$ cat config.mk
export PLATFORM = sky130hd
export DESIGN_NAME = sgc_regs
export DESIGN_NICKNAME = d
export VERILOG_FILES = /design/src/core/sgc_pkg.sv /design/src/core/sgc_regs.sv
export SDC_FILE = /design/constraint.sdc
export NUM_CORES = 1
export LEC_CHECK = 0
export BUFFER_PORTS_ARGS = -buffer_cell sky130_fd_sc_hd__buf_2
export CAP_MARGIN = 20
export CORE_MARGIN = 4
export CORE_UTILIZATION = 54
export DETAILED_ROUTE_END_ITERATION = 10
export PLACE_DENSITY = 0.9
export SYNTH_ARGS = -nofsm -noshare
export SYNTH_HDL_FRONTEND = slang
export SYNTH_SLANG_ARGS = --single-unit
$ cat constraint.sdc
create_clock -name aclk -period 4.1 [get_ports aclk]
set_clock_uncertainty 0.15 [all_clocks]
set_input_delay 0.41 -clock aclk [delete_from_list [all_inputs] [get_ports aclk]]
set_output_delay 0.41 -clock aclk [all_outputs]
set_load 0.005 [all_outputs]
$ cat src/core/sgc_pkg.sv
// constants, field layout and reset values of the global switch configuration bank
//==============================================================================
// Overview of operation
// three station address bytes, reset all ones
// 14-bit payload limit 0x07D0, longer frames truncated
// limit accepts values up to 9000 bytes; code stores larger values as written, no clamp
// provider tag type 0x9100: untagged default, outer tag
// ring tag type 0x892F recognises, builds ring frames
// shaper credit counts gap, preamble when set
// policer credit counts gap, preamble when set
// vlan forwarding only while master enable set
// software fills vlan table before enabling
// invalid vid dropped when set, else host
// unknown vid forwarding beats invalid vid drop
// age count field loaded on entry update
// aging time from age count and period
// reserved multicast table consulted only when enabled
// hash select 00/11 indexes by low ten bits
// hash select 01 crc, 10 xor
// reserved read-only bits read zero, ignore writes
package sgc_pkg;

    //==========================================================================
    // register indices (byte address is four times the index)
    localparam logic [9:0] SGC_IDX_ADDR_BYTE3  = 10'h305;
    localparam logic [9:0] SGC_IDX_ADDR_BYTE4  = 10'h306;
    localparam logic [9:0] SGC_IDX_ADDR_BYTE5  = 10'h307;
    localparam logic [9:0] SGC_IDX_MAX_PAYLOAD = 10'h308;
    localparam logic [9:0] SGC_IDX_PROV_TAG    = 10'h30a;
    localparam logic [9:0] SGC_IDX_RING_TAG    = 10'h30c;
    localparam logic [9:0] SGC_IDX_CREDIT_SEL  = 10'h30e;
    localparam logic [9:0] SGC_IDX_LOOKUP_CTL0 = 10'h310;

    //==========================================================================
    // reset values
    localparam logic [7:0]  SGC_RST_ADDR_BYTE   = 8'hff;
    localparam logic [15:0] SGC_RST_MAX_PAYLOAD = 16'h07d0;
    localparam logic [15:0] SGC_RST_PROV_TAG    = 16'h9100;
    localparam logic [15:0] SGC_RST_RING_TAG    = 16'h892f;
    localparam logic [1:0]  SGC_RST_CREDIT_SEL  = 2'h3;
    localparam logic [7:0]  SGC_RST_LOOKUP_CTL0 = 8'h61;

    //==========================================================================
    // field positions
    localparam int SGC_PAYLOAD_MSB   = 13;
    localparam int SGC_SHAPER_BIT    = 1;
    localparam int SGC_POLICER_BIT   = 0;
    localparam int SGC_VLAN_EN_BIT   = 7;
    localparam int SGC_DROP_VID_BIT  = 6;
    localparam int SGC_AGE_MSB       = 5;
    localparam int SGC_AGE_LSB       = 3;
    localparam int SGC_RSVD_MC_BIT   = 2;
    localparam int SGC_HASH_MSB      = 1;

    //==========================================================================
    // counts and codes
    localparam logic [15:0] SGC_JUMBO_PAYLOAD = 16'h2328;
    localparam logic [15:0] SGC_GAP_PREAMBLE  = 16'h0014;
    localparam logic [9:0]  SGC_CRC_POLY      = 10'h233;
    localparam logic [1:0]  SGC_RESP_OKAY     = 2'h0;
    localparam logic [1:0]  SGC_RESP_SLVERR   = 2'h2;

    typedef enum logic [1:0] {
        SGC_HASH_DIRECT,
        SGC_HASH_CRC,
        SGC_HASH_XOR,
        SGC_HASH_DIRECT_ALT
    } sgc_hash_type;

endpackage : sgc_pkg

$ cat src/core/sgc_regs.sv
// global switch configuration registers with axi4-lite slave and dependent logic
//
// The implementer's own choice: the AXI4-Lite slave port.
`timescale 1ns/1ps
`default_nettype none
module sgc_regs (
    input  wire logic        aclk,              // clock
    input  wire logic        aresetn,           // sync reset, low
    input  wire logic [11:0] s_axi_awaddr,      // aw address
    input  wire logic        s_axi_awvalid,     // aw valid
    output var  logic        s_axi_awready,     // aw ready
    input  wire logic [31:0] s_axi_wdata,       // w data
    input  wire logic [3:0]  s_axi_wstrb,       // w strobes
    input  wire logic        s_axi_wvalid,      // w valid
    output var  logic        s_axi_wready,      // w ready
    output var  logic [1:0]  s_axi_bresp,       // b response
    output var  logic        s_axi_bvalid,      // b valid
    input  wire logic        s_axi_bready,      // b ready
    input  wire logic [11:0] s_axi_araddr,      // ar address
    input  wire logic        s_axi_arvalid,     // ar valid
    output var  logic        s_axi_arready,     // ar ready
    output var  logic [31:0] s_axi_rdata,       // r data
    output var  logic [1:0]  s_axi_rresp,       // r response
    output var  logic        s_axi_rvalid,      // r valid
    input  wire logic        s_axi_rready,      // r ready
    output var  logic [23:0] station_addr_low,  // address bits 23..0
    input  wire logic        frame_valid,       // frame strobe
    input  wire logic [15:0] frame_payload_len, // payload length
    output var  logic        frame_out_valid,   // frame result
    output var  logic [15:0] frame_out_len,     // cut length
    output var  logic        frame_truncated,   // frame cut
    input  wire logic        double_tag_active, // double tagging
    input  wire logic        ingress_untagged,  // untagged frame
    input  wire logic [15:0] rx_ether_type,     // ether type
    output var  logic        tag_insert,        // insert tag
    output var  logic [15:0] tag_insert_type,   // inserted type
    output var  logic        ring_tag_hit,      // ring tagged
    output var  logic [15:0] ring_tag_type_out, // ring tag type
    input  wire logic        credit_valid,      // credit strobe
    input  wire logic [13:0] credit_data_bytes, // data bytes
    output var  logic        credit_out_valid,  // credit result
    output var  logic [15:0] shaper_deduct,     // shaper credit
    output var  logic [15:0] policer_deduct,    // policer credit
    input  wire logic        vid_check,         // vid strobe
    input  wire logic        vid_invalid,       // vid invalid
    input  wire logic        unknown_vid_fwd,   // unknown vid fwd
    output var  logic        vlan_mode,         // vlan active
    output var  logic        vid_drop,          // drop packet
    output var  logic        vid_to_host,       // to host port
    input  wire logic        entry_update,      // entry updated
    output var  logic        age_load,          // age load
    output var  logic [2:0]  age_load_value,    // age to load
    input  wire logic [7:0]  age_period,        // age period
    output var  logic [10:0] aging_time,        // count x period
    input  wire logic        lookup_req,        // lookup strobe
    input  wire logic [47:0] lookup_dest_addr,  // dest address
    output var  logic        lookup_out_valid,  // lookup result
    output var  logic [9:0]  table_index,       // table index
    output var  logic        rsvd_mc_consult    // reserved table
);
    import sgc_pkg::*;

    //==========================================================================
    // decode helpers
    function automatic logic [3:0] reg_sel(input logic [11:0] addr);
        logic [9:0] idx;
        idx = addr[11:2];
        if (addr[1:0] != 2'h0)
            reg_sel = 4'h0;
        else if (idx == SGC_IDX_ADDR_BYTE3)
            reg_sel = 4'h1;
        else if (idx == SGC_IDX_ADDR_BYTE4)
            reg_sel = 4'h2;
        else if (idx == SGC_IDX_ADDR_BYTE5)
            reg_sel = 4'h3;
        else if (idx == SGC_IDX_MAX_PAYLOAD)
            reg_sel = 4'h4;
        else if (idx == SGC_IDX_PROV_TAG)
            reg_sel = 4'h5;
        else if (idx == SGC_IDX_RING_TAG)
            reg_sel = 4'h6;
        else if (idx == SGC_IDX_CREDIT_SEL)
            reg_sel = 4'h7;
        else if (idx == SGC_IDX_LOOKUP_CTL0)
            reg_sel = 4'h8;
        else
            reg_sel = 4'h0;
    endfunction : reg_sel

    function automatic logic [15:0] merge16(input logic [15:0] old,
                                            input logic [31:0] data,
                                            input logic [3:0]  strb);
        merge16[7:0]  = strb[0] ? data[7:0] : old[7:0];
        merge16[15:8] = strb[1] ? data[15:8] : old[15:8];
    endfunction : merge16

    // serial crc over the address, lsb first
    function automatic logic [9:0] crc_hash(input logic [47:0] addr);
        logic [9:0] crc;
        logic       fb;
        crc = 10'h000;
        for (int i = 0; i < 48; i++) begin
            fb  = crc[9] ^ addr[i];
            crc = {crc[8:0], 1'b0} ^ (fb ? SGC_CRC_POLY : 10'h000);
        end
        crc_hash = crc;
    endfunction : crc_hash

    //==========================================================================
    // registers
    logic [7:0]  addr_byte3;
    logic [7:0]  addr_byte4;
    logic [7:0]  addr_byte5;
    logic [15:0] max_frame_payload_length;
    logic [15:0] provider_tag_type;
    logic [15:0] ring_tag_type;
    logic [1:0]  credit_select;
    logic [7:0]  lookup_ctl0;

    //==========================================================================
    // write channel
    logic        aw_full;
    logic [11:0] aw_addr;
    logic        w_full;
    logic [31:0] w_data;
    logic [3:0]  w_strb;

    wire         aw_take      = s_axi_awvalid & s_axi_awready;
    wire         w_take       = s_axi_wvalid & s_axi_wready;
    wire         do_write     = aw_full & w_full & ~s_axi_bvalid;
    wire  [3:0]  wr_sel       = reg_sel(aw_addr);
    wire         next_aw_full = aw_take | (aw_full & ~do_write);
    wire         next_w_full  = w_take | (w_full & ~do_write);
    wire         next_bvalid  = do_write | (s_axi_bvalid & ~s_axi_bready);

    always_ff @(posedge aclk) begin
        if (!aresetn) begin
            aw_full       <= 1'b0;
            w_full        <= 1'b0;
            aw_addr       <= 12'h000;
            w_data        <= 32'h0000_0000;
            w_strb        <= 4'h0;
            s_axi_awready <= 1'b0;
            s_axi_wready  <= 1'b0;
            s_axi_bvalid  <= 1'b0;
            s_axi_bresp   <= SGC_RESP_OKAY;
        end else begin
            aw_full       <= next_aw_full;
            w_full        <= next_w_full;
            s_axi_awready <= ~next_aw_full & ~next_bvalid;
            s_axi_wready  <= ~next_w_full & ~next_bvalid;
            s_axi_bvalid  <= next_bvalid;
            if (aw_take) begin
                aw_addr <= s_axi_awaddr;
            end
            if (w_take) begin
                w_data <= s_axi_wdata;
                w_strb <= s_axi_wstrb;
            end
            if (do_write) begin
                s_axi_bresp <= (wr_sel == 4'h0) ? SGC_RESP_SLVERR : SGC_RESP_OKAY;
            end
        end
    end

    // jumbo limits stored as written
    wire [15:0] wr_payload = merge16(max_frame_payload_length, w_data, w_strb);

    always_ff @(posedge aclk) begin
        if (!aresetn) begin
            addr_byte3               <= SGC_RST_ADDR_BYTE;
            addr_byte4               <= SGC_RST_ADDR_BYTE;
            addr_byte5               <= SGC_RST_ADDR_BYTE;
            max_frame_payload_length <= SGC_RST_MAX_PAYLOAD;
            provider_tag_type        <= SGC_RST_PROV_TAG;
            ring_tag_type            <= SGC_RST_RING_TAG;
            credit_select            <= SGC_RST_CREDIT_SEL;
            lookup_ctl0              <= SGC_RST_LOOKUP_CTL0;
        end else if (do_write && w_strb[0]) begin
            unique case (wr_sel)
                4'h1: addr_byte3 <= w_data[7:0];
                4'h2: addr_byte4 <= w_data[7:0];
                4'h3: addr_byte5 <= w_data[7:0];
                4'h4: max_frame_payload_length <= wr_payload;
                4'h5: provider_tag_type <= merge16(provider_tag_type, w_data, w_strb);
                4'h6: ring_tag_type <= merge16(ring_tag_type, w_data, w_strb);
                4'h7: credit_select <= w_data[1:0];
                4'h8: lookup_ctl0 <= w_data[7:0];
                default: ;
            endcase
        end else if (do_write && w_strb[1]) begin
            // upper byte alone only touches the 16-bit registers
            unique case (wr_sel)
                4'h4: max_frame_payload_length <= wr_payload;
                4'h5: provider_tag_type <= merge16(provider_tag_type, w_data, w_strb);
                4'h6: ring_tag_type <= merge16(ring_tag_type, w_data, w_strb);
                default: ;
            endcase
        end
    end

    //==========================================================================
    // read channel
    wire         ar_take     = s_axi_arvalid & s_axi_arready;
    wire  [3:0]  rd_sel      = reg_sel(s_axi_araddr);
    wire         next_rvalid = ar_take | (s_axi_rvalid & ~s_axi_rready);
    logic [31:0] rd_word;

    always_comb begin
        rd_word = 32'h0000_0000;
        unique case (rd_sel)
            4'h1: rd_word[7:0]  = addr_byte3;
            4'h2: rd_word[7:0]  = addr_byte4;
            4'h3: rd_word[7:0]  = addr_byte5;
            4'h4: rd_word[15:0] = max_frame_payload_length;
            4'h5: rd_word[15:0] = provider_tag_type;
            4'h6: rd_word[15:0] = ring_tag_type;
            4'h7: rd_word[1:0]  = credit_select;
            4'h8: rd_word[7:0]  = lookup_ctl0;
            default: rd_word = 32'h0000_0000;
        endcase
    end

    always_ff @(posedge aclk) begin
        if (!aresetn) begin
            s_axi_arready <= 1'b0;
            s_axi_rvalid  <= 1'b0;
            s_axi_rdata   <= 32'h0000_0000;
            s_axi_rresp   <= SGC_RESP_OKAY;
        end else begin
            s_axi_arready <= ~next_rvalid;
            s_axi_rvalid  <= next_rvalid;
            if (ar_take) begin
                s_axi_rdata <= rd_word;
                s_axi_rresp <= (rd_sel == 4'h0) ? SGC_RESP_SLVERR : SGC_RESP_OKAY;
            end
        end
    end

    //==========================================================================
    // field views
    wire [13:0]   payload_limit = max_frame_payload_length[SGC_PAYLOAD_MSB:0];
    wire          shaper_full   = credit_select[SGC_SHAPER_BIT];
    wire          policer_full  = credit_select[SGC_POLICER_BIT];
    wire          vlan_en       = lookup_ctl0[SGC_VLAN_EN_BIT];
    wire          drop_inv_vid  = lookup_ctl0[SGC_DROP_VID_BIT];
    wire [2:0]    age_count     = lookup_ctl0[SGC_AGE_MSB:SGC_AGE_LSB];
    wire          rsvd_mc_en    = lookup_ctl0[SGC_RSVD_MC_BIT];
    sgc_hash_type hash_sel;
    assign hash_sel = sgc_hash_type'(lookup_ctl0[SGC_HASH_MSB:0]);

    //==========================================================================
    // frame length limit
    wire        too_long = frame_payload_len > {2'b00, payload_limit};
    wire [15:0] cut_len  = too_long ? {2'b00, payload_limit} : frame_payload_len;

    //==========================================================================
    // tag selection
    wire need_outer = ingress_untagged | double_tag_active;
    wire ring_match = rx_ether_type == ring_tag_type;

    //==========================================================================
    // credit accounting
    wire [15:0] data_bytes  = {2'b00, credit_data_bytes};
    wire [15:0] with_gap    = data_bytes + SGC_GAP_PREAMBLE;

    //==========================================================================
    // vlan decision: unknown vid forwarding wins
    wire inv_drop    = vlan_en & vid_invalid & ~unknown_vid_fwd & drop_inv_vid;
    wire inv_to_host = vlan_en & vid_invalid & (unknown_vid_fwd | ~drop_inv_vid);

    //==========================================================================
    // table index
    logic [9:0] xor_index;
    always_comb begin
        xor_index = lookup_dest_addr[9:0] ^ lookup_dest_addr[19:10]
                  ^ lookup_dest_addr[29:20] ^ lookup_dest_addr[39:30]
                  ^ {2'b00, lookup_dest_addr[47:40]};
    end

    logic [9:0] next_index;
    always_comb begin
        unique case (hash_sel)
            SGC_HASH_CRC:        next_index = crc_hash(lookup_dest_addr);
            SGC_HASH_XOR:        next_index = xor_index;
            SGC_HASH_DIRECT,
            SGC_HASH_DIRECT_ALT: next_index = lookup_dest_addr[9:0];
        endcase
    end

    // reserved multicast block 01-80-c2-00-00-xx
    wire rsvd_mc_addr = lookup_dest_addr[47:8] == 40'h01_80c2_0000;

    //==========================================================================
    // outputs
    always_ff @(posedge aclk) begin
        if (!aresetn) begin
            station_addr_low  <= {3{SGC_RST_ADDR_BYTE}};
            frame_out_valid   <= 1'b0;
            frame_out_len     <= 16'h0000;
            frame_truncated   <= 1'b0;
            tag_insert        <= 1'b0;
            tag_insert_type   <= SGC_RST_PROV_TAG;
            ring_tag_hit      <= 1'b0;
            ring_tag_type_out <= SGC_RST_RING_TAG;
            credit_out_valid  <= 1'b0;
            shaper_deduct     <= 16'h0000;
            policer_deduct    <= 16'h0000;
            vlan_mode         <= 1'b0;
            vid_drop          <= 1'b0;
            vid_to_host       <= 1'b0;
            age_load          <= 1'b0;
            age_load_value    <= 3'h0;
            aging_time        <= 11'h000;
            lookup_out_valid  <= 1'b0;
            table_index       <= 10'h000;
            rsvd_mc_consult   <= 1'b0;
        end else begin
            station_addr_low  <= {addr_byte3, addr_byte4, addr_byte5};
            frame_out_valid   <= frame_valid;
            if (frame_valid) begin
                frame_out_len   <= cut_len;
                frame_truncated <= too_long;
            end
            tag_insert        <= need_outer;
            tag_insert_type   <= provider_tag_type;
            ring_tag_hit      <= ring_match;
            ring_tag_type_out <= ring_tag_type;
            credit_out_valid  <= credit_valid;
            if (credit_valid) begin
                shaper_deduct  <= shaper_full ? with_gap : data_bytes;
                policer_deduct <= policer_full ? with_gap : data_bytes;
            end
            vlan_mode         <= vlan_en;
            vid_drop          <= vid_check & inv_drop;
            vid_to_host       <= vid_check & inv_to_host;
            age_load          <= entry_update;
            if (entry_update) begin
                age_load_value <= age_count;
            end
            aging_time        <= age_count * age_period;
            lookup_out_valid  <= lookup_req;
            if (lookup_req) begin
                table_index     <= next_index;
                rsvd_mc_consult <= rsvd_mc_en & rsvd_mc_addr;
            end
        end
    end

endmodule : sgc_regs
`default_nettype wire

==> results.txt, run 1 <==
- The run finished with clean final reports.
- Via count of the first global-routing pass: 11.78k
- Period Utilization, post-route: 87.68%
- Synthesis inferred 272 register bits.
* Path class of the lowest-slack min-delay path: in2reg
- For this run, the total global-route usage over all layers was measured as 27.61%.
- No sink is reached through more buffers than the 3 on the longest clock path.
- Leftover overflow at the end of global routing: 0
- After synthesis the cells add up to 0.01364 mm^2.
- For this run, the leading register cell type out of synthesis is sky130_fd_sc_hd__dfxtp_1.
* Stage delay of the slowest cell on the critical path: 860 ps
- Chain of cells forming the critical path: buf_2 > or4_1 > nor4_1 > nand3b_1 > nor2b_1 > a222oi_1 > o21ai_0 > and2_1
* Initial drt markers: 1044
- Data on the critical path is required at its endpoint by 4420 ps.
* Most frequent cells in the layout: sky130_fd_sc_hd__buf_2, sky130_fd_sc_hd__dfxtp_1, sky130_fd_sc_hd__nand2_1, sky130_fd_sc_hd__mux2i_1, sky130_fd_sc_hd__xnor2_1
- DIE WIDTH: 167.0 um
* Die area: 0.02787 mm^2
- Counting every sink on the clock net gives 272.
* Reg area: 0.005445 mm^2
* Number of nets with antenna violations after detailed routing: 0
- The synthesized design contains 0 enable-type register cells.
- Count of input and output buffers: 319
- Largest fanout of any net on the critical path: 18
* Fraction of layout cells with a size suffix above 1: 22.29%
- In this run the count of I/O pins placed on the die edge is 358.
- Global placer's final weighted congestion: 0.9612
- For this run, the top clock speed supported by timing is 278.2 MHz.
* Post-route non-filler standard cell count: 2099
- The largest individual stage delay along the critical path comes from the cell sky130_fd_sc_hd__nor2b_1.
- Die Height: 167.0 um
- After clock tree synthesis, the clock-pin slew on the worst setup and hold paths is 70 ps.
- Number of remaining DRC errors: 0
- Data arrival, critical path: 3920 ps
* Number of standard cells after synthesis: 1452
- Async set-or-reset flop fraction in the synthesized netlist: 0%
* Setup repair after global routing missed its margin: no
- The number of pins exceeding their max-slew limit in the final report is 0.
* Number of vias per cell after detailed routing: 5.643
- Hpwl dp: 29790 um
- Layout-stage area growth over the synthesis result: 22.36%
* Total non-filler cell area in the finished layout: 0.01669 mm^2
- Headroom to the max-slew limit came out at 28.85%.
- Number of H-tree branching levels: 1
- Vias after detailed routing: 11.84k
- CTS-repair resized insts: 0
- Seq/Total Area, Yosys: 39.91%
* Routed wl met3: 3437 um
- At the pin with the least slew margin, the transition time is 1063 ps.
* TritonCTS clock tree: done
* Kind of launch point of the worst setup path: input pin
* Number of antenna violations at the first check in global routing: 4
* Final wirelength: 40670 um
- In this run, CTS created clock tree buffers numbering 28.
- 1st-pass router iterations: 7
* Type of the worst setup path: in2reg
- In this run the core area contains 57 standard-cell rows.
* Maxcap violations: 0
- Clk Latency, worst-skew pair: 530 ps
* Effective utilization at floorplan: 55.45%
* Global-route wire length before repair: 63110 um
- After detailed routing, no signal wire sits above met5.
- Routed metal-1 wirelength: 15610 um
- Summed over all failing endpoints, the final setup total negative slack is 0 ps.
- Final setup fails: 0
- Post-synthesis area per instance: 9.396 um^2
- The filler cells instantiated in the layout total 1902.
* Cell area reported after detailed placement: 0.01528 mm^2
- Yosys warns: 0
- Power spread over the standard cell area amounts to 510.7 mW/mm^2.
* Period minus WS final: 3595 ps
- Clock root cell: sky130_fd_sc_hd__clkbuf_16
- Number of distinct library cell variants in the gate-level netlist after synthesis: 61
- STA classifies the critical path endpoint as a register.
- Entering global routing, the biggest net connects 109 pins.
- In the detailed route, the total length drawn on met2 is 19780 um.
- The number of placed instances, taps included, is 2008.
- The worst-case IR drop observed on VDD is 1.106 mV.
- The number of hold violations in the final report is 0.
* Leak: 0.007842 uW
* Most frequent standard cell in the layout excluding fill and tap cells: sky130_fd_sc_hd__buf_2
- After floorplanning, the core was sized to cover 0.02460 mm^2.
- Dividing the detail-routed wire length by the instance count gives 19.38 um.
* Multi-input gate area: 0.007610 mm^2
* Post-layout nets: 1962
-- final cells by class --
| class | count | area share [%] |
|---|---|---|
| antenna | 3 | 0.04497 |
| clock buffer | 35 | 4.662 |
| clock inverter | 17 | 1.574 |
| inverter | 37 | 0.8320 |
| multi-input combinational | 1047 | 45.59 |
| sequential | 272 | 32.62 |
| tap | 324 | 2.428 |
| timing repair buffer | 364 | 12.25 |
-- path summary, 6_finish.rpt --
check | startpoint | end | slack [ps] | depth (start not counted)
worst max-delay path | s_axi_araddr[7] | s_axi_rdata[11] | 500 | 8
worst min-delay path | rx_ether_type[10] | ring_tag_hit | 20 | 4
worst max register to register | max_frame_payload_length[9] | frame_out_len[6] | 640 | 13
worst min register to register | aw_addr[8] | aw_addr[8] | 310 | 2
-- kinds of logic after synthesis --
logic type / Yosys count / synth area share, %
compound gates: 227 / 12.24
mux: 96 / 7.052
flops: 272 / 39.91
other cells: 1 / 0.02749
simple gates: 508 / 19.01
buf+inv: 152 / 4.833
xor+xnor: 162 / 13.42
fa+ha+maj: 34 / 3.503
-- report_power, final --
| part | leakage, uW | internal, uW | switching (uW) |
|---|---|---|---|
| Clock | 0.000510 | 1740 | 1080 |
| Sequential | 0.00222 | 2740 | 68.1 |
| Combinational | 0.00512 | 1640 | 1250 |
-- cells in the mapped netlist, drive strengths merged, types with 17 or more instances --
cell	count	share of area [%]
nand3	28	1.0
nor2b	74	3.4
a21boi	36	2.0
o21ai	40	1.5
xor2	40	2.7
dfxtp	272	40
o211a	24	1.8
nand2b	41	1.9
and2	54	2.5
ha	27	2.5
a21oi	27	0.99
inv	37	1.0
nand2	218	6.0
xnor2	99	6.9
mux2i	95	7.0
xnor3	20	3.4
clkbuf	78	2.1
nor2	17	0.47
buf	37	1.7
-- worst max-delay path, delay by kind of cell --
| kind | cells | cell delay [ps] |
|---|---|---|
| compound gates | 2 | 470 |
| buf+inv | 1 | 90 |
| simple gates | 5 | 2940 |
-- through the flow --
stage	power (uW)	hold slack (ps)	util, %	setup slack (ps)
final	8525	16.68	67.85	504.9
after detailed placement	5692	303.1	62.11	27.50
after global placement	5612	297.7	62.11	274.9
after CTS	8514	4.071	67.77	579.7
after global routing	8955	12.50	67.85	282.1
after floorplan	5173	278.9	-	573.5
-- registers in the layout, summed over array words and instances (netlist names), 15 cells and up --
| name | count |
|---|---|
| max_frame_payload_length | 16 |
| ring_tag_type | 16 |
| w_data | 16 |
| tag_insert_type | 16 |
| provider_tag_type | 16 |
| frame_out_len | 16 |
| policer_deduct | 15 |
| s_axi_rdata | 16 |
| ring_tag_type_out | 16 |
| station_addr_low | 24 |
-- routing by layer --
layer	GRT usage [%]	vias up
met4	11.78	2
met1	32.83	5558
met3	5.831	130
met5	0	-
met2	48.27	632
li1	-	5522
-- timing repair --
action / CTS / global route
hold endpoints to repair: 34 / 0
setup buffers: 0 / 0
hold buffers: 35 / 0
Power figures use the tool's default switching activity.
==> run 2: changes to the inputs <==
==> constraint.sdc (replaced) <==
create_clock -name aclk -period 4.1 [get_ports aclk]
set_clock_uncertainty 0.15 [all_clocks]
set_input_delay 0.205 -clock aclk [delete_from_list [all_inputs] [get_ports aclk]]
set_output_delay 0.205 -clock aclk [all_outputs]
set_load 0.005 [all_outputs]
==> run 2 against run 1 <==
Net effect:
- clock power down 6%
- critical path depth up 5
- global-route usage up 1.7 points
- setup slack got worse by 120 ps
- non-clock buffer count up 45
- register-to-register slack worse by 260 ps
- sequential power hardly changed
- flip-flop and latch count stayed put
- hold slack improved by 6.3 ps
==> results.txt, run 2 (synthesized netlist as in run 1, its figures left out) <==
- In the routed design, unresolved DRC markers number 0.
- Type of the worst setup path: reg2reg
* Routed length per instance: 19.90 um
- Leak: 0.007990 uW
- Period Utilization, post-route: 90.62%
- Max FFs per register: 24
* Number of vias per cell after detailed routing: 5.761
- The number of hold violations in the final report came to 0.
- The via count of the first global-routing pass was 12.43k.
- Layout-stage area growth over the synthesis result: 25.13%
- CTS buffer count: 29
* Biggest register: station_addr_low
- Cell area reported after detailed placement: 0.01530 mm^2
* Overall fraction of global-route tracks in use: 29.27%
- For the worst setup path, the data arrival time is 4080 ps.
* Post-layout nets: 2008
* Effective utilization at floorplan: 55.45%
- At the later pin of the worst-skew pair, clock insertion delay measures 570 ps.
- Number of antenna violations at the first check in global routing: 3
- In this run the standard cell core region covers 0.02460 mm^2.
- Required time at the endpoint of the critical path: 4460 ps
- Hpwl dp: 29440 um
- The tree built by TritonCTS fans out to 272 sinks.
- I/O pin total: 358
- The die covers 0.02787 mm^2.
- Number of H-tree branching levels: 1
* Largest fanout of any net on the critical path: 15
- Critical Path Most Common Cell: sky130_fd_sc_hd__a21o_1
* Clock root cell: sky130_fd_sc_hd__clkbuf_16
- The first detailed-routing pass ran for 9 iterations.
- Period minus WS final: 3715 ps
- Final setup fails: 0
* Least-Margin Pin Slew: 1121 ps
* Maxcap violations: 0
* Most frequent cells in the layout: sky130_fd_sc_hd__buf_2, sky130_fd_sc_hd__dfxtp_1, sky130_fd_sc_hd__nand2_1, sky130_fd_sc_hd__mux2i_1, sky130_fd_sc_hd__xnor2_1
- Leftover overflow at the end of global routing: 0
- STA classifies the critical path startpoint as a register.
- Entering global routing, the biggest net connects 131 pins.
- VDD sags by at most 0.9275 mV.
- Final total negative setup slack: 0 ps
- TritonCTS clock tree: done
- Global-route wire length before repair: 66620 um
- Number of nets with antenna violations after detailed routing: 0
- The die is 167.0 um wide.
- Input and output buffers added on the ports amount to 319.
- Slowest CP cell: sky130_fd_sc_hd__dlygate4sd3_1
- Chain of cells forming the critical path: inv_1 > ha_1 > a21o_1 > a21oi_1 > nor2b_1 > o21ai_0 > nand2b_1 > a2111oi_2 > a21o_1 > a31o_2 > nand2_1 > a41oi_1 > dlygate4sd3_1
- The number of pins exceeding their max-slew limit in the final report is 0.
- The library cell used most frequently in the layout, excluding fill and tap cells, is sky130_fd_sc_hd__buf_2.
- Routability-driven placement finished with a final weighted congestion of 0.9467.
- The longest clock path from root to sink contains 3 buffers.
- In the final layout, the share of cells above drive strength 1 is 21.96%.
- In this run, the number of DRC markers left after iteration 0 of detailed routing was 982.
- Setup repair after global routing left no endpoint under its margin.
* Outcome: completed
- Placement Rows: 57
* Critical Path Sink Type: register
* Ratio of total power to cell area: 491.5 mW/mm^2
- The routed design has 42650 um of wire.
- Tightest slew margin relative to the limit: 25.00%
- Stage delay of the slowest cell on the critical path: 560 ps
- Summing all non-filler instances in the final layout gives an area of 0.01707 mm^2.
- Clock-pin slew was measured on the worst setup and hold paths at 60 ps.
* Max Fclk: 269.1 MHz
- The detailed router placed 12.35k vias in this run.
- Die Height: 167.0 um
- In this run the worst hold path is classified as in2reg.
-- run 2: area by class of cell --
class | instances | area [um^2]
repair buffers | 409 | 2486
well taps | 324 | 405.4
diodes | 2 | 5.005
clock inverters | 16 | 182.7
flip-flops and latches | 272 | 5445
clock buffers | 36 | 792.0
inverters | 37 | 138.9
multi-input cells | 1047 | 7616
fillers | 1779 | 7533
-- run 2: routing by layer --
| layer | vias up | global-route usage, % | part of all wire, % |
|---|---|---|---|
| li1 | 5619 | - | - |
| met1 | 5765 | 34.75 | 37 |
| met2 | 749 | 49.84 | 48 |
| met3 | 210 | 5.238 | 8.3 |
| met4 | 2 | 16.79 | 6.4 |
| met5 | - | 0 | 0.026 |
-- run 2: what timing repair did --
item	CTS	global route
endpoints found under the setup margin	0	1
buffers inserted	0	0
hold endpoints to repair	116	0
hold buffers	78	0
resized for setup	0	2
-- run 2: critical path: cells and delay by family, from the launching register on --
family,cells,cell delay (ps)
adder cells (fa/ha/maj),1,310
buffers and inverters,2,650
AND/OR/NAND/NOR,3,280
flip-flops,1,480
AO/OA/AOI/OAI,7,1820
-- run 2: worst paths after layout --
| path | start | end | slack, ps | cells past startpoint |
|---|---|---|---|---|
| min reg2reg | provider_tag_type[8] | tag_insert_type[8] | 300 | 1 |
| max | max_frame_payload_length[9] | frame_out_len[1] | 380 | 13 |
| max reg2reg | max_frame_payload_length[9] | frame_out_len[1] | 380 | 13 |
| min | age_period[1] | aging_time[1] | 20 | 4 |
-- run 2: where the power goes --
group	internal, uW	leakage [uW]	switching [uW]
clock network	1560	0.000482	1090
registers	2740	0.00222	66.9
logic	1670	0.00529	1260
total	5970	0.00799	2420
-- run 2: metrics by stage --
| step | total power, uW | instances | hold WS, ps | setup WS, ps | utilization, % |
|---|---|---|---|---|---|
| finish | 8390 | 2143 | 23.00 | 384.6 | 69.38 |
| global route | 8772 | 2143 | 42.49 | 127.8 | 69.38 |
| CTS | 8388 | 2141 | 0.7531 | 200.3 | 69.34 |
| detailed placement | 5690 | 2011 | 243.1 | 483.9 | 62.20 |
| global placement | 5640 | 2011 | 234.0 | 531.1 | 62.20 |
| floorplan | 5173 | 1471 | 131.1 | 778.5 | - |
